**config.mk**
```make
export PLATFORM = sky130hd
export DESIGN_NAME = qbm_port
export DESIGN_NICKNAME = d
export VERILOG_FILES = /design/src/rtl/qbm_pkg.sv /design/src/rtl/qbm_tx_lane.sv /design/src/rtl/qbm_port.sv
export SDC_FILE = /design/constraint.sdc
export NUM_CORES = 1
export LEC_CHECK = 0
export BUFFER_PORTS_ARGS = -buffer_cell sky130_fd_sc_hd__buf_2
export CAP_MARGIN = 30
export CORE_UTILIZATION = 29
export DETAILED_ROUTE_END_ITERATION = 6
export SLEW_MARGIN = 5
export SYNTH_ARGS = -nofsm -noshare
export SYNTH_HDL_FRONTEND = slang
export SYNTH_SLANG_ARGS = --single-unit
```
**constraint.sdc**
```tcl
create_clock -name pclk -period 1.9 [get_ports pclk]
set_clock_uncertainty 0.1 [all_clocks]
set_input_delay 0.095 -clock pclk [delete_from_list [all_inputs] [get_ports pclk]]
set_output_delay 0.095 -clock pclk [all_outputs]
set_load 0.01 [all_outputs]
```
**src/rtl/qbm_pkg.sv**
```systemverilog
// Shared constants of the quad bused MII port
package qbm_pkg;
  localparam int unsigned NCH = 4;
  // Register byte addresses
  localparam logic [7:0] ADDR_CTRL = 8'h00;
  localparam logic [7:0] ADDR_STAT = 8'h04;
  // Control register fields
  localparam int unsigned CTRL_SMART = 0;
  localparam int unsigned CTRL_SERIAL = 1;
  localparam int unsigned CTRL_SPEED_LSB = 4;
  localparam int unsigned CTRL_FDX_LSB = 8;
  localparam logic [31:0] CTRL_RESET = 32'h0000_00F0;
  // Status register fields
  localparam int unsigned STAT_COLS_LSB = 0;
  localparam int unsigned STAT_COLF_LSB = 4;
  localparam int unsigned STAT_TXEN_LSB = 8;
  localparam int unsigned STAT_FOE = 12;
  localparam int unsigned STAT_SOE = 13;
  // Receive error kinds and their nibble codes
  localparam logic [1:0] ERRK_PACKET = 2'h0;
  localparam logic [1:0] ERRK_LINK = 2'h1;
  localparam logic [1:0] ERRK_PREMAT = 2'h2;
  localparam logic [3:0] ERRC_PACKET = 4'h2;
  localparam logic [3:0] ERRC_LINK = 4'h3;
  localparam logic [3:0] ERRC_PREMAT = 4'h4;
  localparam logic [3:0] ERRC_CODE = 4'h5;
  // Transmit symbols
  localparam logic [4:0] SYM_TXERR = 5'h04;
  localparam logic [4:0] SYM_BLANK_A = 5'h15;
  localparam logic [4:0] SYM_BLANK_B = 5'h0A;
  localparam logic [4:0] SYM_IDLE = 5'h1F;
endpackage : qbm_pkg

```
**src/rtl/qbm_tx_lane.sv**
```systemverilog
// One channel transmit path: enable select, blanking and symbol encode
`timescale 1ns/1ps
`default_nettype none
module qbm_tx_lane (
  // Clock and reset
  input  wire logic       pclk,
  input  wire logic       presetn,
  // Mode of this channel
  input  wire logic       smart,
  input  wire logic       speed100,
  // Synchronised shared transmit pins
  input  wire logic       valid_slow,
  input  wire logic       valid_fast,
  input  wire logic       txd_slow,
  input  wire logic [3:0] txd_fast,
  input  wire logic       tx_er,
  input  wire logic       rise_slow,
  input  wire logic       rise_fast,
  // To the channel core
  output logic            tx_en,
  output logic            tx_bit,
  output logic [4:0]      tx_sym
);
  logic       tx_en_ff, nxt_tx_en;
  logic       tx_bit_ff, nxt_tx_bit;
  logic [4:0] tx_sym_ff, nxt_tx_sym;
  logic       phase_ff, nxt_phase;
  logic       en, blank;

  // Data code groups of the nibble encoder
  function automatic logic [4:0] enc4b5b(input logic [3:0] n);
    logic [4:0] s;
    s = 5'h00;
    case (n)
      4'h0: s = 5'h1E;
      4'h1: s = 5'h09;
      4'h2: s = 5'h14;
      4'h3: s = 5'h15;
      4'h4: s = 5'h0A;
      4'h5: s = 5'h0B;
      4'h6: s = 5'h0E;
      4'h7: s = 5'h0F;
      4'h8: s = 5'h12;
      4'h9: s = 5'h13;
      4'hA: s = 5'h16;
      4'hB: s = 5'h17;
      4'hC: s = 5'h1A;
      4'hD: s = 5'h1B;
      4'hE: s = 5'h1C;
      4'hF: s = 5'h1D;
      default: s = 5'h00;
    endcase
    return s;
  endfunction : enc4b5b

  // Which valid pin enables this lane, and whether it is blanked
  always_comb begin
    if (smart) begin
      en = valid_fast;
    end else if (speed100) begin
      en = valid_fast;
    end else begin
      en = valid_slow;
    end
    blank = smart & valid_slow;
  end

  // Capture on the sampled transmit clock edge of the channel speed
  always_comb begin
    nxt_tx_en = tx_en_ff;
    nxt_tx_bit = tx_bit_ff;
    nxt_tx_sym = tx_sym_ff;
    nxt_phase = phase_ff;
    if (!speed100 && rise_slow) begin
      nxt_tx_en = en;
      nxt_tx_bit = blank ? 1'b1 : (en & txd_slow);
    end
    if (speed100 && rise_fast) begin
      nxt_tx_en = en;
      if (blank) begin
        // Phase flips so the line pattern stays 1,0,1,0 across symbols
        nxt_tx_sym = phase_ff ? qbm_pkg::SYM_BLANK_B
                              : qbm_pkg::SYM_BLANK_A;
        nxt_phase = ~phase_ff;
      end else if (en && tx_er) begin
        nxt_tx_sym = qbm_pkg::SYM_TXERR;
      end else if (en) begin
        nxt_tx_sym = enc4b5b(txd_fast);
      end else begin
        nxt_tx_sym = qbm_pkg::SYM_IDLE;
        nxt_phase = 1'b0;
      end
    end
  end

  always_ff @(posedge pclk or negedge presetn) begin
    if (!presetn) begin
      tx_en_ff <= 1'b0;
      tx_bit_ff <= 1'b0;
      tx_sym_ff <= qbm_pkg::SYM_IDLE;
      phase_ff <= 1'b0;
    end else begin
      tx_en_ff <= nxt_tx_en;
      tx_bit_ff <= nxt_tx_bit;
      tx_sym_ff <= nxt_tx_sym;
      phase_ff <= nxt_phase;
    end
  end

  assign tx_en = tx_en_ff;
  assign tx_bit = tx_bit_ff;
  assign tx_sym = tx_sym_ff;
endmodule : qbm_tx_lane
`default_nettype wire

```
**src/rtl/qbm_port.sv**
```systemverilog
// Bused MII port of a four-channel transceiver with an APB control slave
`timescale 1ns/1ps
`default_nettype none
module qbm_port (
  // Clock and reset
  input  wire logic        pclk,
  input  wire logic        presetn,
  // APB slave
  input  wire logic        psel,
  input  wire logic        penable,
  input  wire logic        pwrite,
  input  wire logic [7:0]  paddr,
  input  wire logic [31:0] pwdata,
  output logic [31:0]      prdata,
  output logic             pready,
  output logic             pslverr,
  // Receive grants from the controller
  input  wire logic [3:0]  rx_bus_grant_fast,
  input  wire logic [3:0]  rx_bus_grant_slow,
  // Shared transmit pins from the controller
  input  wire logic [3:0]  tx_valid_slow,
  input  wire logic [3:0]  tx_valid_fast,
  input  wire logic        txd_slow,
  input  wire logic [3:0]  txd_fast,
  input  wire logic        tx_er,
  input  wire logic        tx_clock_slow,
  input  wire logic        tx_clock_fast,
  // Per-channel receive state from the channel cores
  input  wire logic [15:0] ch_rxd,
  input  wire logic [3:0]  ch_rx_dv,
  input  wire logic [3:0]  ch_rx_er,
  input  wire logic [7:0]  ch_err_kind,
  input  wire logic [3:0]  ch_rx_clk,
  input  wire logic [3:0]  ch_rxd_serial,
  input  wire logic [3:0]  ch_rx_active,
  input  wire logic [3:0]  ch_jabber,
  // Shared fast receive bus
  output logic [3:0]       rxd_fast,
  output logic             rx_dv,
  output logic             rx_er,
  output logic             rx_clock_fast,
  output logic             rx_fast_oe,
  // Shared slow receive bus
  output logic             rxd_slow,
  output logic             rx_clock_slow,
  output logic             rx_slow_oe,
  // Collisions
  output logic [3:0]       col_slow,
  output logic [3:0]       col_fast,
  // To the channel cores
  output logic [3:0]       ch_tx_en,
  output logic [3:0]       ch_tx_bit,
  output logic [19:0]      ch_tx_sym
);
  localparam int unsigned PW = 24;

  // Pin synchronisers: first stage is read only by the second
  logic [PW-1:0] pin_raw;
  logic [PW-1:0] s1_ff, s2_ff;
  logic [1:0]    clk_prev_ff;
  logic [3:0]    g_fast, g_slow, v_slow, v_fast, txd_f;
  logic          txd_s, ter, clk_s, clk_f, rise_s, rise_f;

  assign pin_raw = {rx_bus_grant_fast, rx_bus_grant_slow, tx_valid_slow,
                    tx_valid_fast, txd_fast, txd_slow, tx_er,
                    tx_clock_slow, tx_clock_fast};
  assign {g_fast, g_slow, v_slow, v_fast, txd_f, txd_s, ter, clk_s, clk_f}
    = s2_ff;
  assign rise_s = clk_s & ~clk_prev_ff[1];
  assign rise_f = clk_f & ~clk_prev_ff[0];

  // Two-flop sampling of everything from the controller side
  always_ff @(posedge pclk or negedge presetn) begin
    if (!presetn) begin
      s1_ff <= '0;
      s2_ff <= '0;
      clk_prev_ff <= 2'h0;
    end else begin
      s1_ff <= pin_raw;
      s2_ff <= s1_ff;
      clk_prev_ff <= {clk_s, clk_f};
    end
  end

  // Control register and APB answer state
  logic [31:0] ctrl_ff, nxt_ctrl;
  logic [31:0] prdata_ff, nxt_prdata;
  logic        pready_ff, nxt_pready;
  logic        pslverr_ff, nxt_pslverr;
  logic [31:0] stat_word;
  logic        smart, serial_sel;
  logic [3:0]  spd100, fdx;
  logic        hit_ctrl, hit_stat;

  assign smart = ctrl_ff[qbm_pkg::CTRL_SMART];
  assign serial_sel = ctrl_ff[qbm_pkg::CTRL_SERIAL];
  assign spd100 = ctrl_ff[qbm_pkg::CTRL_SPEED_LSB +: 4];
  assign fdx = ctrl_ff[qbm_pkg::CTRL_FDX_LSB +: 4];
  assign hit_ctrl = (paddr == qbm_pkg::ADDR_CTRL);
  assign hit_stat = (paddr == qbm_pkg::ADDR_STAT);

  // Setup cycle loads the answer, so every access completes with no wait state
  always_comb begin
    nxt_ctrl = ctrl_ff;
    nxt_prdata = prdata_ff;
    nxt_pready = 1'b0;
    nxt_pslverr = 1'b0;
    if (psel && !penable) begin
      nxt_pready = 1'b1;
      nxt_pslverr = ~(hit_ctrl | (hit_stat & ~pwrite));
      if (!pwrite && hit_ctrl) begin
        nxt_prdata = ctrl_ff;
      end else if (!pwrite && hit_stat) begin
        nxt_prdata = stat_word;
      end else begin
        nxt_prdata = 32'h0000_0000;
      end
    end
    if (psel && penable && pready_ff && pwrite && hit_ctrl) begin
      nxt_ctrl = {20'h0_0000, pwdata[11:4], 2'h0, pwdata[1:0]};
    end
  end

  always_ff @(posedge pclk or negedge presetn) begin
    if (!presetn) begin
      ctrl_ff <= qbm_pkg::CTRL_RESET;
      prdata_ff <= 32'h0000_0000;
      pready_ff <= 1'b0;
      pslverr_ff <= 1'b0;
    end else begin
      ctrl_ff <= nxt_ctrl;
      prdata_ff <= nxt_prdata;
      pready_ff <= nxt_pready;
      pslverr_ff <= nxt_pslverr;
    end
  end

  assign prdata = prdata_ff;
  assign pready = pready_ff;
  assign pslverr = pslverr_ff;

  // Transmit lanes, one per channel
  logic [3:0] lane_en;
  genvar gi;
  generate
    for (gi = 0; gi < 4; gi++) begin : g_lane
      qbm_tx_lane u_lane (
        .pclk       (pclk),
        .presetn    (presetn),
        .smart      (smart),
        .speed100   (spd100[gi]),
        .valid_slow (v_slow[gi]),
        .valid_fast (v_fast[gi]),
        .txd_slow   (txd_s),
        .txd_fast   (txd_f),
        .tx_er      (ter),
        .rise_slow  (rise_s),
        .rise_fast  (rise_f),
        .tx_en      (lane_en[gi]),
        .tx_bit     (ch_tx_bit[gi]),
        .tx_sym     (ch_tx_sym[gi*5 +: 5])
      );
    end
  endgenerate
  assign ch_tx_en = lane_en;

  // Receive bus selection state
  logic [3:0] rxd_f_ff, nxt_rxd_f;
  logic       dv_ff, nxt_dv, er_ff, nxt_er, rck_f_ff, nxt_rck_f;
  logic       foe_ff, nxt_foe;
  logic       rxd_s_ff, nxt_rxd_s, rck_s_ff, nxt_rck_s, soe_ff, nxt_soe;
  logic [3:0] fast_sel, slow_sel;

  // Effective grants per bus; only one is expected high at a time
  always_comb begin
    for (int i = 0; i < 4; i++) begin
      if (smart) begin
        fast_sel[i] = g_fast[i] & spd100[i];
        slow_sel[i] = g_fast[i] & ~spd100[i];
      end else begin
        fast_sel[i] = g_fast[i] & spd100[i];
        slow_sel[i] = g_slow[i] & ~spd100[i];
      end
    end
  end

  // Mux the granted channel; lowest index wins if the controller errs
  always_comb begin
    nxt_rxd_f = 4'h0;
    nxt_dv = 1'b0;
    nxt_er = 1'b0;
    nxt_rck_f = 1'b0;
    nxt_foe = 1'b0;
    nxt_rxd_s = 1'b0;
    nxt_rck_s = 1'b0;
    nxt_soe = 1'b0;
    for (int i = 3; i >= 0; i--) begin
      if (fast_sel[i]) begin
        nxt_foe = 1'b1;
        nxt_rck_f = ch_rx_clk[i];
        nxt_dv = ch_rx_dv[i];
        nxt_er = ch_rx_er[i];
        nxt_rxd_f = ch_rxd[i*4 +: 4];
        if (ch_rx_er[i]) begin
          case (ch_err_kind[i*2 +: 2])
            qbm_pkg::ERRK_PACKET: nxt_rxd_f = qbm_pkg::ERRC_PACKET;
            qbm_pkg::ERRK_LINK:   nxt_rxd_f = qbm_pkg::ERRC_LINK;
            qbm_pkg::ERRK_PREMAT: nxt_rxd_f = qbm_pkg::ERRC_PREMAT;
            default:              nxt_rxd_f = qbm_pkg::ERRC_CODE;
          endcase
        end
      end
      if (slow_sel[i]) begin
        // Slow bus carries no valid or error signal
        nxt_soe = 1'b1;
        nxt_rck_s = ch_rx_clk[i];
        nxt_rxd_s = ch_rxd_serial[i];
      end
    end
  end

  always_ff @(posedge pclk or negedge presetn) begin
    if (!presetn) begin
      rxd_f_ff <= 4'h0;
      dv_ff <= 1'b0;
      er_ff <= 1'b0;
      rck_f_ff <= 1'b0;
      foe_ff <= 1'b0;
      rxd_s_ff <= 1'b0;
      rck_s_ff <= 1'b0;
      soe_ff <= 1'b0;
    end else begin
      rxd_f_ff <= nxt_rxd_f;
      dv_ff <= nxt_dv;
      er_ff <= nxt_er;
      rck_f_ff <= nxt_rck_f;
      foe_ff <= nxt_foe;
      rxd_s_ff <= nxt_rxd_s;
      rck_s_ff <= nxt_rck_s;
      soe_ff <= nxt_soe;
    end
  end

  assign rxd_fast = rxd_f_ff;
  assign rx_dv = dv_ff;
  assign rx_er = er_ff;
  assign rx_clock_fast = rck_f_ff;
  assign rx_fast_oe = foe_ff;
  assign rxd_slow = rxd_s_ff;
  assign rx_clock_slow = rck_s_ff;
  assign rx_slow_oe = soe_ff;

  // Collision outputs; registered, so one cycle behind the true AND
  logic [3:0] cols_ff, nxt_cols, colf_ff, nxt_colf;
  logic [3:0] raw_s, raw_f;

  always_comb begin
    for (int i = 0; i < 4; i++) begin
      raw_s[i] = ~fdx[i] & ~spd100[i]
               & lane_en[i] & ch_rx_active[i];
      if (serial_sel && !spd100[i]) begin
        raw_s[i] = ch_jabber[i];
      end
      raw_f[i] = ~fdx[i] & spd100[i]
               & lane_en[i] & ch_rx_active[i];
    end
    nxt_cols = raw_s;
    nxt_colf = smart ? (raw_f | raw_s) : raw_f;
  end

  always_ff @(posedge pclk or negedge presetn) begin
    if (!presetn) begin
      cols_ff <= 4'h0;
      colf_ff <= 4'h0;
    end else begin
      cols_ff <= nxt_cols;
      colf_ff <= nxt_colf;
    end
  end

  assign col_slow = cols_ff;
  assign col_fast = colf_ff;

  // Status word shows live collision, enable and bus drive state
  always_comb begin
    stat_word = 32'h0000_0000;
    stat_word[qbm_pkg::STAT_COLS_LSB +: 4] = cols_ff;
    stat_word[qbm_pkg::STAT_COLF_LSB +: 4] = colf_ff;
    stat_word[qbm_pkg::STAT_TXEN_LSB +: 4] = lane_en;
    stat_word[qbm_pkg::STAT_FOE] = foe_ff;
    stat_word[qbm_pkg::STAT_SOE] = soe_ff;
  end
endmodule : qbm_port
`default_nettype wire

```
==> impl.org <==
** STA
- Final max-slew violation count :: 0
- Setup TNS :: 0 ps
- Min Hold Slack :: around 28 ps
- Timing would allow up to between 500 and 600 MHz.
- Setup repair after global routing left no endpoint under its margin.
- Counting I/O delays and the setup requirement, the final critical path takes approximately 1800 ps.
- Headroom to the max-slew limit came out at ~54%.
- Setup-violating endpoint count in the final report :: 0
- The number of hold violations in the final report came to 0.
- In the finished design, the share of the clock period the worst path needs comes to just under 100%.
- For the pin with the worst max-slew slack, the measured transition is approximately 680 ps.

** Floorplanning
- Placeable core region :: approximately 18000 sq um
- Row generation in the floorplan step produced 49 rows.
- The floorplan step set the die width to around 140 microns.
- Die area :: 19200 sq um
- The die is approximately 140 microns tall.
- I/O pin count :: around 200
- Once the floorplan was initialized, standard cells occupied between 20% and 30% of the core.

** Yosys
- Synth top area share :: a little under half
- dfrtp_1 takes more of the synthesized area than any other cell.
- Netlist Area Pre-Place :: 5410 sq um
- Gate count after technology mapping :: 452
- Counting distinct cell types in the post-synthesis netlist gives between 50 and 60.
- Commonest register cell after synthesis :: dfrtp_1
- Biggest area contributors in the synthesized netlist :: dfrtp_1 (48%), dfstp_2 (12%), mux2_2 (4.4%)
- Seq cells post-synth :: 127
- Async S/R FF share, synth :: 100%
- Avg Synthesized Cell Area :: about 12 sq um
- Sequential elements use between 50% and 60% of the synthesized area.
- Yosys mapped a number of flops with a built-in enable equal to 0.
- During synthesis, Yosys emitted a total of 0 warnings.

** Critical path
- R2r startpoint :: ctrl_ff[0]
- The critical path starts at ctrl_ff[0].
- In this run the worst path has a maximum fanout of 19.
- STA puts the critical path data required time at roughly 2200 ps.
- Measured in cells, the most critical reg-to-reg path has a length of 5.
- For the worst setup path, the data arrival time is approximately 2100 ps.
- The worst setup path is launched from a flip-flop.
- The worst setup path is captured at a flip-flop.
- R2r setup slk :: between 60 and 70 ps
- Following the worst setup path forward leads to its endpoint at g_lane[0].u_lane.tx_sym[4].
- The endpoint identified for the worst register-to-register timing path is g_lane[0].u_lane.tx_sym[4].
- The critical path is of the flip-flop to flip-flop type.

** Detailed routing
- Vias after detailed routing :: between 4000 and 5000
- Drc violations :: 39
- Summed over all layers, the routed wires come to 14.8 mm.
- DR iter-0 viols :: 206
- The first TritonRoute pass finished after 7 iterations.
- Via density :: about 4.7
- Remaining antenna violation count after routing :: 0
- Average wire per standard cell :: between 15 and 20 microns

** Pwr
- Total power of the final layout :: 0.00698 W
- Largest vdd supply drop :: about 0.6 mV
- Summed over all cells, the static leakage comes to about 3.7 nW.
- Power spread over the standard cell area amounts to 900 nW/um^2.

** Clock tree
- The clock drives approximately 130 sinks.
- Clock transition at the registers of the reported paths :: 60 ps
- Clock tree synthesis selected as its root buffer the cell clkbuf_16.
- TritonCTS built the clock tree.
- The number of setup buffers added after CTS is 0.
- Deepest level of the CTS H-tree :: 4
- Bufs on Longest Clock Path :: 2
- The clock reaches the later pin of the worst-skew pair after 420 ps.
- Buffers inserted during clock tree synthesis total 17.

** Run
- The tool flagged a number of max-cap violations equal to 0.

** Cells and area
- Post-route core utilization :: 42.8%
- The final layout contains approximately 800 nets.
- In the final layout, the share of cells above drive strength 1 is between 30% and 40%.
- ANT cells :: 0
- Number of non-filler instances in the completed layout :: approximately 930
- Synthesis-to-finish area growth :: 43.5%

** Placed design
- Post-Place Cells :: between 800 and 900
- Number of buffers inserted by port buffering :: 157
- DP HPWL :: approximately 11 mm
- Routability congestion estimate :: 0.843

** Global route
- The first global-routing pass estimated 23.8 mm of wire.
- The global routing stage identified its most utilized layer as met2.
- Global routing used ~16% of the available tracks across all layers.
- Global routing usage on met1 :: between 20% and 30%
- The number of global-route vias before repair came to between 4000 and 5000.
- Met2 layer usage reported by global route :: about a quarter
- After global routing the overflow that remains totals 0.
- Entering global routing, the biggest net connects 50 pins.
- In the global route stage, met3 resource usage came out at under 10%.
- Number of antenna violations at the first check in global routing :: 0

** Hold path
- Start point of the worst min-delay path :: ch_rxd_serial[3]
- In this run the worst hold path is classified as input port to flip-flop.

** Run status
- The flow ran to the end, but the final reports show violations.
- The final reports fail on DRC.
layout make-up:
cell class                 count  area, sq um
fill                        1715        10400
inverter                       5         18.8
clock buffer                  20          457
sequential                   127         3210
multi-input combinational    293         1970
timing repair buffer         242         1630
clock inverter                12          183
tap                          229          287
synth_stat cells (all sizes together) (7+ instances only):
master	n
a21oi	15
a221o	11
a22o	9
a31oi	16
and2	18
buf	38
dfrtp	103
dfstp	24
mux2	21
mux2i	11
nand2	26
nand2b	7
nor2	36
nor2b	7
o21ai	23
o22a	8
critical path, stage by stage (launching register included):
cell	delay (ps)
dfrtp_1	480
buf_12	210
nor2_1	220
mux2_2	400
a21boi_0	210
o22a_1	150
through the flow:
stage,setup WS (ps),cell area [sq um]
2_1_floorplan,163,5470
3_3_place_gp,120,6470
3_5_place_dp,87.0,6470
4_1_cts,69.7,7740
5_1_grt,0.417,7760
6_report,61.4,7760
report_power, final:
group	switching [W]	internal, W
combinational	0.000288	0.000306
sequential	0.0000850	0.00282
clock	0.00121	0.00227
total	0.00158	0.00540
kinds of logic after synthesis:
group / count (synthesis) / synth area share [%]
xor gates and xnor gates: 1 / 0.162
AOI/OAI and AO/OA: 123 / 16.3
buffers and inverters: 49 / 5.62
DFF: 127 / 59.3
muxes: 32 / 6.41
and+or+nand+nor: 119 / 12.1
other: 1 / 0.0694
how the worst min path moves through the flow:
stage,cells past startpoint,slack [ps],endpoint
global route,4,30,rxd_fast[1]
floorplan,0,-300,clk_prev_ff[0]
CTS,4,5,rxd_fast[1]
finish,3,30,rxd_slow
detailed placement,1,-40,s1_ff[13]
global placement,1,-40,s1_ff[2]
metal layers:
| layer | routed length, microns | part of all wire (%) |
|---|---|---|
| met5 | 0 | 0 |
| met4 | 210 | 1.4 |
| met3 | 819 | 5.5 |
| met2 | 7030 | 48 |
| met1 | 6720 | 45 |
what timing repair did:
action	4_1_cts	5_1_grt
gates resized for setup	0	5
hold endpoints to repair	164	0
setup endpoints to repair	0	9
hold buffers	63	0
flip-flops by register name (all words and copies together) (netlist names), 10 cells and up:
name	count
prdata	14
s2_ff	24
s1_ff	24
g_lane.u_lane.tx_sym	20
ctrl_ff	10
layout by cell type (no fill, tap or decap), types with 5 or more instances in the layout:
| master | count |
|---|---|
| buf_2 | 156 |
| buf_4 | 19 |
| and2_0 | 7 |
| nand2b_1 | 7 |
| a31oi_1 | 16 |
| conb_1 | 18 |
| a221o_1 | 11 |
| a22o_1 | 9 |
| inv_1 | 5 |
| nand3_1 | 5 |
| nand2_1 | 25 |
| and2_1 | 11 |
| mux2_2 | 21 |
| nor3_1 | 5 |
| o22a_1 | 8 |
| nor2_1 | 35 |
| o21ai_0 | 22 |
| a21oi_1 | 15 |
| dfstp_2 | 24 |
| mux2i_1 | 9 |
| dfrtp_1 | 103 |
| dlygate4sd3_1 | 63 |
| nor2b_1 | 7 |
| a221oi_1 | 5 |
| clkbuf_16 | 17 |
Note: power is estimated with default switching activity, not from simulation.
